===== config.mk =====
export PLATFORM = sky130hd
export DESIGN_NAME = emg_global_ctrl
export DESIGN_NICKNAME = d
export VERILOG_FILES = /design/src/design/emg_pkg.sv /design/src/design/emg_global_ctrl.sv /design/src/design/emg_clkdiv.sv /design/src/design/emg_arbiter.sv
export SDC_FILE = /design/constraint.sdc
export NUM_CORES = 1
export LEC_CHECK = 0
export ABC_CLOCK_PERIOD_IN_PS = 2350
export BUFFER_PORTS_ARGS = -buffer_cell sky130_fd_sc_hd__clkbuf_2
export CORE_MARGIN = 1.5
export CORE_UTILIZATION = 45
export DETAILED_ROUTE_END_ITERATION = 16
export PLACE_DENSITY = 0.87
export SYNTH_ARGS = -nofsm -noshare
export SYNTH_HDL_FRONTEND = slang
export SYNTH_SLANG_ARGS = --single-unit

===== constraint.sdc =====
create_clock -name clk_sys_i -period 2.35 [get_ports clk_sys_i]
set_input_delay 0.1175 -clock clk_sys_i [delete_from_list [all_inputs] [get_ports clk_sys_i]]
set_output_delay 0.1175 -clock clk_sys_i [all_outputs]
set_load 0.03 [all_outputs]

===== src/design/emg_pkg.sv =====
/*
  emg_pkg: constants shared by the global control block of the external memory interface.
  Assumes a single 20 MHz interface clock and an AHB-Lite register bus.
*/
package emg_pkg;
  // register byte offsets
  localparam logic [7:0]  GCS_OFFSET        = 8'h00;
  localparam logic [7:0]  ARB_STATUS_OFFSET = 8'h04;
  // field positions of global_control_status
  localparam int          RATE_LO_BIT       = 18;
  localparam int          F2_BIT            = 17;
  localparam int          E2_BIT            = 16;
  localparam int          MODE_BIT          = 13;
  localparam int          PEND_BIT          = 11;
  localparam int          RDY_BIT           = 10;
  localparam int          REQ_BIT           = 9;
  localparam int          ACK_BIT           = 8;
  localparam int          YDIS_BIT          = 7;
  localparam int          F1_BIT            = 6;
  localparam int          E1_BIT            = 5;
  localparam int          C4_BIT            = 4;
  localparam int          C6_BIT            = 3;
  // writable bits
  localparam logic [31:0] GCS_WMASK         = 32'h000F_20F8;
  // reset value of the writable bits
  localparam logic [31:0] GCS_RESET         = 32'h0009_2078;
  // second clock rate encodings
  localparam logic [1:0]  RATE_FULL         = 2'h0;
  localparam logic [1:0]  RATE_HALF         = 2'h1;
  localparam logic [1:0]  RATE_QUARTER      = 2'h2;
  // auxiliary clock divisors
  localparam int          DIV4_COUNT        = 4;
  localparam int          DIV6_COUNT        = 6;
  // arbiter grant codes
  localparam logic [2:0]  GRANT_NONE        = 3'h0;
  localparam logic [2:0]  GRANT_YIELD       = 3'h1;
  localparam logic [2:0]  GRANT_MRS         = 3'h2;
  localparam logic [2:0]  GRANT_REFRESH     = 3'h3;
  localparam logic [2:0]  GRANT_DMA         = 3'h4;
  // cycles the bus outputs need to settle released before acknowledging
  localparam int          RELEASE_CYCLES    = 1;
endpackage : emg_pkg


===== src/design/emg_global_ctrl.sv =====
/*
  emg_global_ctrl: global control and request priority of the external memory
  interface, with its control register on AHB-Lite.
  Assumes the interface clock runs whenever software touches the registers and
  that mode set, refresh and dma requests are levels held until their done pulse.
*/
`timescale 1ns/1ps
module emg_global_ctrl
  import emg_pkg::*;
#(
  parameter bit WIDE_INSTANCE = 1'b1
) (
  input  wire logic        clk_sys_i,
  input  wire logic        rst_n_i,
  // ahb-lite slave
  input  wire logic        hsel,
  input  wire logic [31:0] haddr,
  input  wire logic [1:0]  htrans,
  input  wire logic        hwrite,
  input  wire logic [2:0]  hsize,
  input  wire logic [31:0] hwdata,
  input  wire logic        hready,
  output logic [31:0]      hrdata,
  output logic             hreadyout,
  output logic             hresp,
  // external pins
  input  wire logic        yield_request_n_i,
  input  wire logic        async_ready_in_i,
  output logic             yield_acknowledge_n_o,
  output logic             access_pending_out_o,
  output logic             first_ext_clock_out_o,
  output logic             first_ext_clock_oe_o,
  output logic             second_ext_clock_out_o,
  output logic             second_ext_clock_oe_o,
  output logic             div4_aux_clock_out_o,
  output logic             div6_aux_clock_out_o,
  output logic             bus_release_o,
  // internal requesters
  input  wire logic        mrs_req_i,
  input  wire logic        refresh_req_i,
  input  wire logic        dma_req_i,
  input  wire logic        access_done_i,
  output logic [2:0]       grant_o
);
  typedef enum logic [1:0] {
    EMG_OWN     = 2'b00,
    EMG_DRAIN   = 2'b01,
    EMG_RELEASE = 2'b11,
    EMG_YIELDED = 2'b10
  } emg_yield_t;

  logic [31:0] ctrl;
  logic        wr_pend;
  logic [7:0]  wr_addr;
  logic        busy;
  logic [2:0]  cur_grant;
  logic [2:0]  arb_grant;
  emg_yield_t  ystate;
  logic [1:0]  div2_cnt;
  logic        clk_half;
  logic        clk_quarter;
  logic        clk_full_lvl;
  logic        second_src;
  logic        first_src;
  logic        yielded;
  logic        yield_req;
  logic [31:0] status_word;
  logic [31:0] arb_word;

  function automatic logic addr_hit(input logic [31:0] a, input logic [7:0] off);
    addr_hit = (a[7:0] == off) && (a[31:8] == 24'h00_0000);
  endfunction : addr_hit

  // write takes effect at the data phase edge, so the slave never stalls
  always_ff @(posedge clk_sys_i or negedge rst_n_i) begin
    if (!rst_n_i) begin
      wr_pend <= 1'b0;
      wr_addr <= 8'h00;
    end else if (hready) begin
      wr_pend <= hsel && htrans[1] && hwrite;
      wr_addr <= haddr[7:0];
    end
  end

  always_ff @(posedge clk_sys_i or negedge rst_n_i) begin
    if (!rst_n_i) begin
      ctrl <= GCS_RESET;
    end else if (wr_pend && addr_hit({24'h00_0000, wr_addr}, GCS_OFFSET)) begin
      ctrl <= hwdata & GCS_WMASK;
    end
  end

  assign hreadyout = 1'b1;
  assign hresp     = 1'b0;

  // yield handshake: drain the access in progress, release, then acknowledge
  assign yield_req = !yield_request_n_i && !ctrl[YDIS_BIT];

  always_ff @(posedge clk_sys_i or negedge rst_n_i) begin
    if (!rst_n_i) begin
      ystate <= EMG_OWN;
    end else begin
      unique case (ystate)
        EMG_OWN: begin
          if (yield_req) begin
            ystate <= (busy && !access_done_i) ? EMG_DRAIN : EMG_RELEASE;
          end
        end
        EMG_DRAIN: begin
          if (access_done_i) begin
            ystate <= EMG_RELEASE;
          end
        end
        EMG_RELEASE: begin
          ystate <= EMG_YIELDED;
        end
        EMG_YIELDED: begin
          if (yield_request_n_i) begin
            ystate <= EMG_OWN;
          end
        end
      endcase
    end
  end

  assign yielded               = (ystate == EMG_YIELDED);
  assign yield_acknowledge_n_o = !yielded;
  assign bus_release_o         = (ystate == EMG_RELEASE) || yielded;

  emg_arbiter u_arb (
    .yield_req_i   (yield_req && (ystate == EMG_OWN)),
    .mrs_req_i     (mrs_req_i),
    .refresh_req_i (refresh_req_i),
    .dma_req_i     (dma_req_i),
    .grant_o       (arb_grant)
  );

  // hold a grant until its access completes; no new one while yielding
  always_ff @(posedge clk_sys_i or negedge rst_n_i) begin
    if (!rst_n_i) begin
      cur_grant <= GRANT_NONE;
      busy      <= 1'b0;
    end else if (busy) begin
      if (access_done_i) begin
        busy      <= 1'b0;
        cur_grant <= GRANT_NONE;
      end
    end else if (ystate == EMG_OWN && arb_grant != GRANT_NONE
                 && arb_grant != GRANT_YIELD) begin
      busy      <= 1'b1;
      cur_grant <= arb_grant;
    end
  end

  assign grant_o = cur_grant;

  always_ff @(posedge clk_sys_i or negedge rst_n_i) begin
    if (!rst_n_i) begin
      access_pending_out_o <= 1'b0;
    end else if (ctrl[MODE_BIT]) begin
      access_pending_out_o <= dma_req_i || mrs_req_i || refresh_req_i || busy;
    end else begin
      access_pending_out_o <= dma_req_i || mrs_req_i
                              || (busy && cur_grant != GRANT_REFRESH);
    end
  end

  // second clock rate sources; rate is meant to change once only
  always_ff @(posedge clk_sys_i or negedge rst_n_i) begin
    if (!rst_n_i) begin
      div2_cnt <= 2'h0;
    end else begin
      div2_cnt <= div2_cnt + 2'h1;
    end
  end

  assign clk_half    = div2_cnt[0];
  assign clk_quarter = div2_cnt[1];

  // full rate passes the interface clock itself; switching is not glitch free
  assign clk_full_lvl = clk_sys_i;

  always_comb begin
    unique case (ctrl[RATE_LO_BIT +: 2])
      RATE_FULL:    second_src = clk_full_lvl;
      RATE_HALF:    second_src = clk_half;
      RATE_QUARTER: second_src = clk_quarter;
      default:      second_src = clk_quarter;
    endcase
  end

  assign first_src = clk_full_lvl;

  // enable gates low, float bit drops the drive while yielded
  assign second_ext_clock_out_o = ctrl[E2_BIT] & second_src;
  assign second_ext_clock_oe_o  = !(yielded && ctrl[F2_BIT]);
  assign first_ext_clock_out_o  = ctrl[E1_BIT] & first_src;
  assign first_ext_clock_oe_o   = !(yielded && ctrl[F1_BIT]);

  emg_clkdiv #(.DIV(DIV4_COUNT), .IDLE_HIGH(1'b1)) u_div4 (
    .clk_sys_i (clk_sys_i),
    .rst_n_i   (rst_n_i),
    .enable_i  (ctrl[C4_BIT] || !WIDE_INSTANCE),
    .clk_o     (div4_aux_clock_out_o)
  );

  emg_clkdiv #(.DIV(DIV6_COUNT), .IDLE_HIGH(1'b1)) u_div6 (
    .clk_sys_i (clk_sys_i),
    .rst_n_i   (rst_n_i),
    .enable_i  (ctrl[C6_BIT] || !WIDE_INSTANCE),
    .clk_o     (div6_aux_clock_out_o)
  );

  always_comb begin
    status_word = ctrl;
    if (!WIDE_INSTANCE) begin
      status_word[C4_BIT] = 1'b0;
      status_word[C6_BIT] = 1'b0;
    end
    status_word[PEND_BIT] = access_pending_out_o;
    status_word[RDY_BIT]  = async_ready_in_i;
    status_word[REQ_BIT]  = yield_request_n_i;
    status_word[ACK_BIT]  = yield_acknowledge_n_o;
  end

  assign arb_word = {24'h00_0000, 1'b0, cur_grant, busy, 1'b0, ystate};

  // read data registered at the address phase; unmapped reads zero
  always_ff @(posedge clk_sys_i or negedge rst_n_i) begin
    if (!rst_n_i) begin
      hrdata <= 32'h0000_0000;
    end else if (hready && hsel && htrans[1] && !hwrite) begin
      if (addr_hit(haddr, GCS_OFFSET)) begin
        hrdata <= status_word;
      end else if (addr_hit(haddr, ARB_STATUS_OFFSET)) begin
        hrdata <= arb_word;
      end else begin
        hrdata <= 32'h0000_0000;
      end
    end
  end
endmodule : emg_global_ctrl


===== src/design/emg_clkdiv.sv =====
/*
  emg_clkdiv: divides the interface clock by an even count, gated by an enable.
  Assumes the enable comes from a register in the same clock domain.
*/
`timescale 1ns/1ps
module emg_clkdiv
  import emg_pkg::*;
#(
  parameter int DIV       = 4,
  parameter bit IDLE_HIGH = 1'b1
) (
  input  wire logic clk_sys_i,
  input  wire logic rst_n_i,
  input  wire logic enable_i,
  output logic      clk_o
);
  localparam int CW = $clog2(DIV);
  localparam logic [CW-1:0] HALF_M1 = CW'(DIV / 2 - 1);

  logic [CW-1:0] count;
  logic          phase;

  always_ff @(posedge clk_sys_i or negedge rst_n_i) begin
    if (!rst_n_i) begin
      count <= '0;
    end else if (count == HALF_M1) begin
      count <= '0;
    end else begin
      count <= count + 1'b1;
    end
  end

  // a disabled divider parks at its idle level; restart may cut a pulse short
  always_ff @(posedge clk_sys_i or negedge rst_n_i) begin
    if (!rst_n_i) begin
      phase <= IDLE_HIGH;
    end else if (!enable_i) begin
      phase <= IDLE_HIGH;
    end else if (count == HALF_M1) begin
      phase <= ~phase;
    end
  end

  assign clk_o = phase;
endmodule : emg_clkdiv


===== src/design/emg_arbiter.sv =====
/*
  emg_arbiter: fixed priority pick among yield, mode set, refresh and dma requests.
  Assumes all requests are levels held until served.
*/
`timescale 1ns/1ps
module emg_arbiter
  import emg_pkg::*;
(
  input  wire logic       yield_req_i,
  input  wire logic       mrs_req_i,
  input  wire logic       refresh_req_i,
  input  wire logic       dma_req_i,
  output logic [2:0]      grant_o
);
  always_comb begin
    if (yield_req_i) begin
      grant_o = GRANT_YIELD;
    end else if (mrs_req_i) begin
      grant_o = GRANT_MRS;
    end else if (refresh_req_i) begin
      grant_o = GRANT_REFRESH;
    end else if (dma_req_i) begin
      grant_o = GRANT_DMA;
    end else begin
      grant_o = GRANT_NONE;
    end
  end
endmodule : emg_arbiter


==> results.toml, run 1 <==
[synth]
netlist_area_um2 = 2460
synth_xor_area_frac = 0.0143
synthArstFlopShare = 1.00
yosys.area_share.simple = 0.162
yosysWarnings = 0
synth_ff_type = "dfrtp_1"
ys_seq_area_frac = 0.524
synth-compound-area-share = 0.0774
postSynthAreaPerCell_um2 = 11.2
synth_cell_types = 42
synth_seq_cells = 51
synth_top_family_by_area = "simple AND/OR/NAND/NOR gates"
synth_edf_count = 0
muxShareOfSynthArea = 0.118
synthCells = 219
synthAdderAreaFrac = 0

[detailed_routing]
ant_nets = 0
drc = 0
wire_per_inst_um = 13.1
drt_pre_antenna_iters = 4
finalWirelength_um = 5260
vias = 1883
vias_per_cell = 4.70
drtIter0Drc = 59

[worst_setup_path]
worst_setup_path_start_kind = "clock port"
crit_family = "buffers and inverters"
cp.required_ns = 2.23
arrival_ns = 1.93
critPathBufInv = 3
path_cells = "clkbuf_8 > clkbuf_8 > mux2i_1 > nor2_1 > a21oi_1 > nor2_1 > clkbuf_2"
critPathMaxStageDelay_ns = 0.18
cp-end-kind = "output pin"
critPathSlowestCell = "clkbuf_2"
critPathMaxFanout = 2
path_class = "clk -> out"

[floorplanning]
dieArea_um2 = 5910
top_level_ports = 126
die_w_um = 76.9
core_um2 = 5170
rows = 26
initial_core_util = 0.475
fp.dieH_um = 76.9

[grt]
grt_pass1_vias = 1915
grt_overflow = 0
grt_max_degree = 52
grt_pass1_wl_um = 8720
antenna_found_initial = 0
grtUsageTotal = 0.190

[sta]
setup_viol = 0
holdWs_ns = 0.0244
final-hold-violation-count = 0
tightest_slew_ns = 0.618
slew_headroom = 0.588
maxSlewViolCount = 0
finalSetupTns_ns = 0
rsz0062_at_grt = "false"
finalClockSkew_ns = 0.00384

[cts]
clkTransAtPathRegs_ns = 0.09
tritoncts = "done"
post_cts_buffers = 0
worstSkewPairLatency_ns = 0.40

[status]
outcome = "finished clean"

[worst_hold_path]
hold_path_class = "in -> reg"

[final_layout]
stdcell_area_um2 = 3260
final_cell_mix = "clkbuf_2 (81), dfrtp_1 (42), nand2_1 (29), dlygate4sd3_1 (25), mux2_2 (24)"
final_util = 0.631
area_growth_pct = 32.9
antenna_cells = 0
finalNetCount = 409
final_common_cell = "clkbuf_2"
layout-drive-gt1-share = 0.438

[placement]
post_dp_cell_area_um2 = 2840
hpwl_um = 3860
place.gp.congestion = 0.778
numPortBuffers = 81

[power]
p_leak_nw = 1.66
total_power_mw = 2.47
ir_drop_mv = 0.612
power.density_nw_per_um2 = 757

[flow_run]
maxCapViolations = 0
## power by group
part           total (mW)  internal (mW)  switching (mW)  leakage (nW)
Sequential           1.06          0.964          0.0966         0.631
Combinational       0.533          0.219           0.314         0.912
Clock               0.875          0.516           0.359         0.114
## cells by family after synthesis
group	count (synthesis)
compound gates	27
xor+xnor	4
buf+inv	41
flops	51
mux	26
other cells	2
simple gates	68
## final cells by class
type,instances,area (um2)
clock buffers,13,151
clock inverters,2,35.0
fillers,431,1910
inverters,16,60.1
multi-input cells,143,981
flip-flops and latches,51,1290
well taps,70,87.6
repair buffers,106,661
## synthesized netlist by cell type, types with 3 or more instances
cell	count	share of area
a21oi_1	3	0.0061
buf_4	19	0.058
buf_6	3	0.014
dfrtp_1	42	0.43
dfstp_2	9	0.096
inv_1	16	0.024
mux2_2	24	0.11
nand2_1	29	0.044
nor2_1	9	0.014
nor3_1	3	0.0061
nor4_1	6	0.015
o21ai_1	6	0.012
o21ai_2	10	0.036
xnor2_1	3	0.011
## metal layers
metal	GRT usage	up-vias	wire length, um
met5	0	-	0
met4	0.0611	0	69
met3	0.0690	7	316
met2	0.331	81	2700
met1	0.216	875	2180
li1	-	920	-
## stage by stage
step,setup slack [ns],instances
after floorplan,0.664,235
final,0.301,401
after global placement,0.594,363
after global routing,0.262,401
after detailed placement,0.593,363
after CTS,0.288,401
## worst min-delay path, stage by stage
cell and delay (ns):
clkbuf_2 0.11, nand3b_1 0.08, o21ai_0 0.08
## repair_timing
item                      4_1_cts  5_1_grt
resized for setup               0        0
hold buffers                   25        0
hold endpoints to repair       65        0
## flip-flops by register name, indices dropped and copies added, names as in the netlist, 2 cells and up
signal	flops
u_div6.count	3
grant_o	3
wr_addr	8
hrdata	16
ystate	2
u_div4.count	2
div2_cnt	2
ctrl	10
## final timing paths
path | endpoint | slack (ns) | depth (start not counted) | startpoint
setup / recovery | second_ext_clock_out_o | 0.30 | 7 | clk_sys_i
hold / removal | grant_o[0]$_DFFE_PN0P_ | 0.02 | 3 | refresh_req_i
setup reg to reg | grant_o[2]$_DFFE_PN0P_ | 0.65 | 4 | busy$_DFF_PN0_
hold reg to reg | u_div4.count[1]$_DFF_PN0_ | 0.45 | 1 | u_div4.count[0]$_DFF_PN0_
max in group asynchronous | hrdata[17]$_DFFE_PN0P_ | 1.58 | 3 | rst_n_i
min in group asynchronous | u_div6.count[1]$_DFF_PN0_ | 0.35 | 3 | rst_n_i
No activity file was read; power rests on OpenSTA's default activity.
==> run 2, diff against run 1 <==
--- a/config.mk
+++ b/config.mk
@@ -10,6 +10,7 @@
 export CORE_MARGIN = 1.5
 export CORE_UTILIZATION = 45
 export DETAILED_ROUTE_END_ITERATION = 16
+export HOLD_SLACK_MARGIN = 0.05
 export PLACE_DENSITY = 0.87
 export SYNTH_ARGS = -nofsm -noshare
 export SYNTH_HDL_FRONTEND = slang
==> results.toml, run 2 (synthesis results as in run 1) <==
[status]
outcome = "finished clean"

[worst_setup_path]
arrival_ns = 1.93
worst_setup_path_start_kind = "clock port"
r2r_start = "busy$_DFF_PN0_"
cp-end-kind = "output pin"
path_class = "clk -> out"
critPathMaxFanout = 2
crit_start = "clk_sys_i"
cp.required_ns = 2.23

[placement]
post_dp_cell_area_um2 = 2840
dp_cells = 363
place.gp.congestion = 0.778
hpwl_um = 3860
numPortBuffers = 81
preCtsSetupSlack_ns = 0.593

[final_layout]
multi_input_area_um2 = 981
antenna_cells = 0
max_flop_register = "hrdata"
layout-drive-gt1-share = 0.435
largest_reg_flops = 16
stdcell_count = 403
final_cell_mix = "clkbuf_2 (81), dfrtp_1 (42), nand2_1 (29), dlygate4sd3_1 (27), mux2_2 (24)"
fill_cells = 429
top_regs = "hrdata: 16 flops, ctrl: 10 flops, wr_addr: 8 flops"
final-seq-area_um2 = 1290
stdcell_area_um2 = 3280
area_growth_pct = 33.7
final_common_cell = "clkbuf_2"
finalNetCount = 411

[floorplanning]
rows = 26
fp.dieH_um = 76.9
initial_core_util = 0.475
top_level_ports = 126
core_um2 = 5170
die_w_um = 76.9
dieArea_um2 = 5910

[sta]
holdWs_ns = 0.0971
finalClockSkew_ns = 0.00488
final-hold-violation-count = 0
tightest_slew_ns = 0.624
setup_ws_ns = 0.302
setup_viol = 0
rsz0062_at_grt = "false"
slew_headroom = 0.584
maxSlewViolCount = 0
finalSetupTns_ns = 0

[grt]
antenna_found_initial = 0
grt_pass1_vias = 1927
grt_overflow = 0
grt_max_degree = 52
grtUsageTotal = 0.191
grt_pass1_wl_um = 8770

[cts]
tritoncts = "done"
post_cts_buffers = 0
clkTransAtPathRegs_ns = 0.09
postCtsHoldBufs = 27
post_cts_resized = 0
worstSkewPairLatency_ns = 0.40

[worst_hold_path]
hp-start = "haddr[2]"
hold_path_class = "in -> reg"

[detailed_routing]
finalWirelength_um = 5270
drtIter0Drc = 68
drt_pre_antenna_iters = 4
ant_nets = 0
vias = 1881
drc = 0
wire_per_inst_um = 13.1
vias_per_cell = 4.67

[power]
ir_drop_mv = 0.599
power.density_nw_per_um2 = 754
p_leak_nw = 1.66

[flow_run]
maxCapViolations = 0
==> run 2: cell types whose count changed in the layout (fill, tap and decap cells not counted) <==
cell           delta
dlygate4sd3_1     +2
==> run 2: through the flow <==
stage                      util  power, mW
after floorplan               -       1.48
after global placement    0.548       1.62
after detailed placement  0.548       1.64
after CTS                 0.635       2.49
after global routing      0.635       2.60
final                     0.635       2.47
==> run 2: routing by layer <==
metal / share of wire / GRT usage / vias up
met5: 0 / 0 / -
met1: 0.42 / 0.217 / 874
li1: - / - / 924
met4: 0.013 / 0.0611 / 0
met2: 0.51 / 0.333 / 76
met3: 0.059 / 0.0702 / 7
==> run 2: layout make-up <==
| class | count | area share |
|---|---|---|
| Tap cell | 70 | 0.0267 |
| Timing Repair Buffer | 108 | 0.207 |
| Clock inverter | 2 | 0.0107 |
| Multi-Input combinational cell | 143 | 0.299 |
| Sequential cell | 51 | 0.392 |
| Clock buffer | 13 | 0.0461 |
| Inverter | 16 | 0.0183 |
==> run 2: power breakdown <==
| part | internal, mW | leakage, nW | switching (mW) |
|---|---|---|---|
| Clock | 0.516 | 0.114 | 0.358 |
| Sequential | 0.964 | 0.631 | 0.0979 |
| Combinational | 0.223 | 0.918 | 0.315 |
==> run 2: path summary, 6_finish.rpt <==
kind,cells after the start,slack (ns),end
max,7,0.30,second_ext_clock_out_o
min,3,0.1,hrdata[0]$_DFFE_PN0P_
max reg2reg,4,0.66,grant_o[2]$_DFFE_PN0P_
min reg2reg,1,0.45,u_div4.count[1]$_DFF_PN0_
max in group asynchronous,3,1.58,hrdata[17]$_DFFE_PN0P_
min in group asynchronous,3,0.36,u_div6.count[1]$_DFF_PN0_
==> run 2: worst max-delay path: stages <==
cell      delay, ns
clkbuf_8       0.11
clkbuf_8       0.12
mux2i_1        0.12
nor2_1         0.06
a21oi_1        0.11
nor2_1         0.05
clkbuf_2       0.18
==> run 3, diff against run 2 <==
--- a/config.mk
+++ b/config.mk
@@ -5,13 +5,14 @@
 export SDC_FILE = /design/constraint.sdc
 export NUM_CORES = 1
 export LEC_CHECK = 0
+export ABC_AREA = 1
 export ABC_CLOCK_PERIOD_IN_PS = 2350
 export BUFFER_PORTS_ARGS = -buffer_cell sky130_fd_sc_hd__clkbuf_2
-export CORE_MARGIN = 1.5
 export CORE_UTILIZATION = 45
 export DETAILED_ROUTE_END_ITERATION = 16
 export HOLD_SLACK_MARGIN = 0.05
 export PLACE_DENSITY = 0.87
 export SYNTH_ARGS = -nofsm -noshare
 export SYNTH_HDL_FRONTEND = slang
+export SYNTH_HIERARCHICAL = 1
 export SYNTH_SLANG_ARGS = --single-unit
==> results.toml, run 3 <==
[status]
outcome = "finished clean"

[synth]
synth_cell_types = 33
synthArstFlopShare = 1.00
yosysMostFrequentCell = "nand2_1"
synth_common_cells = "nand2_1 (78), dfrtp_1 (42), inv_1 (38)"
synthCells = 305
synth_top_area_frac = 0.420
synth_top_cell_by_area = "dfrtp_1"
yosysWarnings = 6
netlist_area_um2 = 2500
ys_seq_area_frac = 0.514
postSynthAreaPerCell_um2 = 8.21
synth_area_leaders = "dfrtp_1 (42%), nand2_1 (12%), dfstp_2 (9.4%)"
synth_ff_type = "dfrtp_1"
synth_seq_cells = 51
synth_edf_count = 0

[power]
power.density_nw_per_um2 = 732
ir_drop_mv = 0.450
netSwitchingPower_mw = 0.833
p_leak_nw = 1.87
pwr-share-clk = 0.333
p_sw_frac = 0.343
pwr-share-seq = 0.436
internal-power_mw = 1.60
total_power_mw = 2.43
p_comb_frac = 0.231

[grt]
grt_pass1_wl_um = 9660
top_usage_layer = "met2"
grt_pass1_vias = 2204
use_met2 = 0.375
use_met3 = 0.0707
grtUsageTotal = 0.215
antenna_found_initial = 0
gr-usage-met1 = 0.233
grt_max_degree = 52
grt_overflow = 0

[final_layout]
stdcell_area_um2 = 3320
finalNetCount = 496
final_cell_mix = "clkbuf_2 (81), nand2_1 (78), dfrtp_1 (42), inv_1 (38)"
largest_reg_flops = 16
antenna_cells = 0
final_common_cell = "clkbuf_2"
area_growth_pct = 32.6
top_regs = "hrdata: 16 flops, ctrl: 10 flops, wr_addr: 8 flops"
fill_cells = 447
max_flop_register = "hrdata"
layout-drive-gt1-share = 0.278
stdcell_count = 488

[worst_hold_path]
hold_path_class = "in -> reg"
hold_depth = 3
hp-start = "refresh_req_i"
whs_endpoint = "access_pending_out_o$_DFF_PN0_"

[placement]
post_dp_cell_area_um2 = 2890
hpwl_um = 3970
dp_cells = 448
numPortBuffers = 81
place.gp.congestion = 0.883

[sta]
setup_viol = 0
slew_headroom = 0.591
finalSetupTns_ns = 0
tightest_slew_ns = 0.614
maxSlewViolCount = 0
rsz0062_at_grt = "false"
final-hold-violation-count = 0
finalClockSkew_ns = 0.00279

[cts]
clkTransAtPathRegs_ns = 0.09
tritoncts = "done"
worstSkewPairLatency_ns = 0.40
post_cts_buffers = 0

[worst_setup_path]
worst_setup_path_start_kind = "clock port"
r2r_cells = 8
critPathMaxFanout = 2
cp-end-kind = "output pin"
rrSetupSlack_ns = 0.57
cp.required_ns = 2.23
arrival_ns = 1.84
r2r_start = "ystate[1]$_DFFE_PN0P_"
r2r-end = "grant_o[0]$_DFFE_PN0P_"
path_class = "clk -> out"

[detailed_routing]
wire_per_inst_um = 12.0
vias = 2290
ant_nets = 0
drtIter0Drc = 145
drc = 0
drt_pre_antenna_iters = 4
finalWirelength_um = 5850
vias_per_cell = 4.69

[floorplanning]
die_w_um = 76.6
core_um2 = 5240
initial_core_util = 0.478
rows = 26
top_level_ports = 126
dieArea_um2 = 5870
fp.dieH_um = 76.6

[flow_run]
maxCapViolations = 0
-- run 3: cell types whose count changed after synthesis, moves of 4 or more --
cell,previous run,this run
a21oi_1,3,8
o21ai_1,6,2
nor4_1,6,2
nand3_1,2,25
nor2_1,9,27
mux2_2,24,0
inv_1,16,38
o21ai_2,10,1
o21ai_0,2,24
nand2_1,29,78
-- run 3: what timing repair did --
item | 4_1_cts | 5_1_grt
gates resized for setup | 0 | 0
hold endpoints to repair | 66 | 0
hold buffers | 27 | 0
-- run 3: layout make-up --
cell class	instances	area [um2]	share of cell area
well taps	70	87.6	0.0264
flip-flops and latches	51	1290	0.388
clock buffers	15	169	0.0509
repair buffers	108	681	0.205
multi-input cells	203	942	0.284
inverters	40	150	0.0452
clock inverters	1	3.75	0.00113
-- run 3: power by group through the flow --
stage | combinational, mW | clock (mW) | sequential (mW)
floorplan | 0.297 | 0.0558 | 1.14
global placement | 0.512 | 0.0717 | 1.07
detailed placement | 0.525 | 0.0717 | 1.08
CTS | 0.560 | 0.822 | 1.06
global route | 0.614 | 0.881 | 1.07
finish | 0.562 | 0.809 | 1.06
-- run 3: worst max path at each step --
stage	depth (start not counted)	slack, ns	to	from
global placement	8	0.66	grant_o[0]$_DFFE_PN0P_	ystate[1]$_DFFE_PN0P_
global route	8	0.24	grant_o[0]$_DFFE_PN0P_	ystate[1]$_DFFE_PN0P_
finish	5	0.40	second_ext_clock_out_o	clk_sys_i
detailed placement	8	0.61	grant_o[0]$_DFFE_PN0P_	ystate[1]$_DFFE_PN0P_
floorplan	2	0.72	second_ext_clock_out_o	clk_sys_i
CTS	5	0.40	second_ext_clock_out_o	clk_sys_i
-- run 3: through the flow --
step | hold WS [ns] | worst slack (ns) | utilization
3_3_place_gp | 0.257 | 0.661 | 0.552
6_report | 0.0720 | 0.397 | 0.634
3_5_place_dp | 0.266 | 0.612 | 0.552
5_1_grt | 0.0924 | 0.238 | 0.634
2_1_floorplan | -0.178 | 0.720 | -
4_1_cts | 0.0644 | 0.400 | 0.634
-- run 3: logic make-up (layout without fill, tap and decap cells) --
| family | count (synthesis) | after routing | synth area share |
|---|---|---|---|
| AO/OA/AOI/OAI | 38 | 38 | 0.0800 |
| buffers and inverters | 67 | 164 | 0.133 |
| AND/OR/NAND/NOR | 145 | 145 | 0.262 |
| XOR/XNOR | 2 | 2 | 0.00700 |
| flip-flops | 51 | 51 | 0.514 |
| other | 2 | 18 | 0.00300 |
-- run 3: critical path, cell delays in order --
cell and delay (ns):
clkbuf_8 0.12, clkbuf_8 0.12, o21ai_0 0.13, a21oi_1 0.10, clkbuf_2 0.19
-- run 3: metal layers --
| layer | vias up | wire [um] |
|---|---|---|
| met5 | - | 0 |
| met1 | 1021 | 2330 |
| met4 | 0 | 182 |
| li1 | 1143 | - |
| met2 | 106 | 2910 |
| met3 | 20 | 420 |
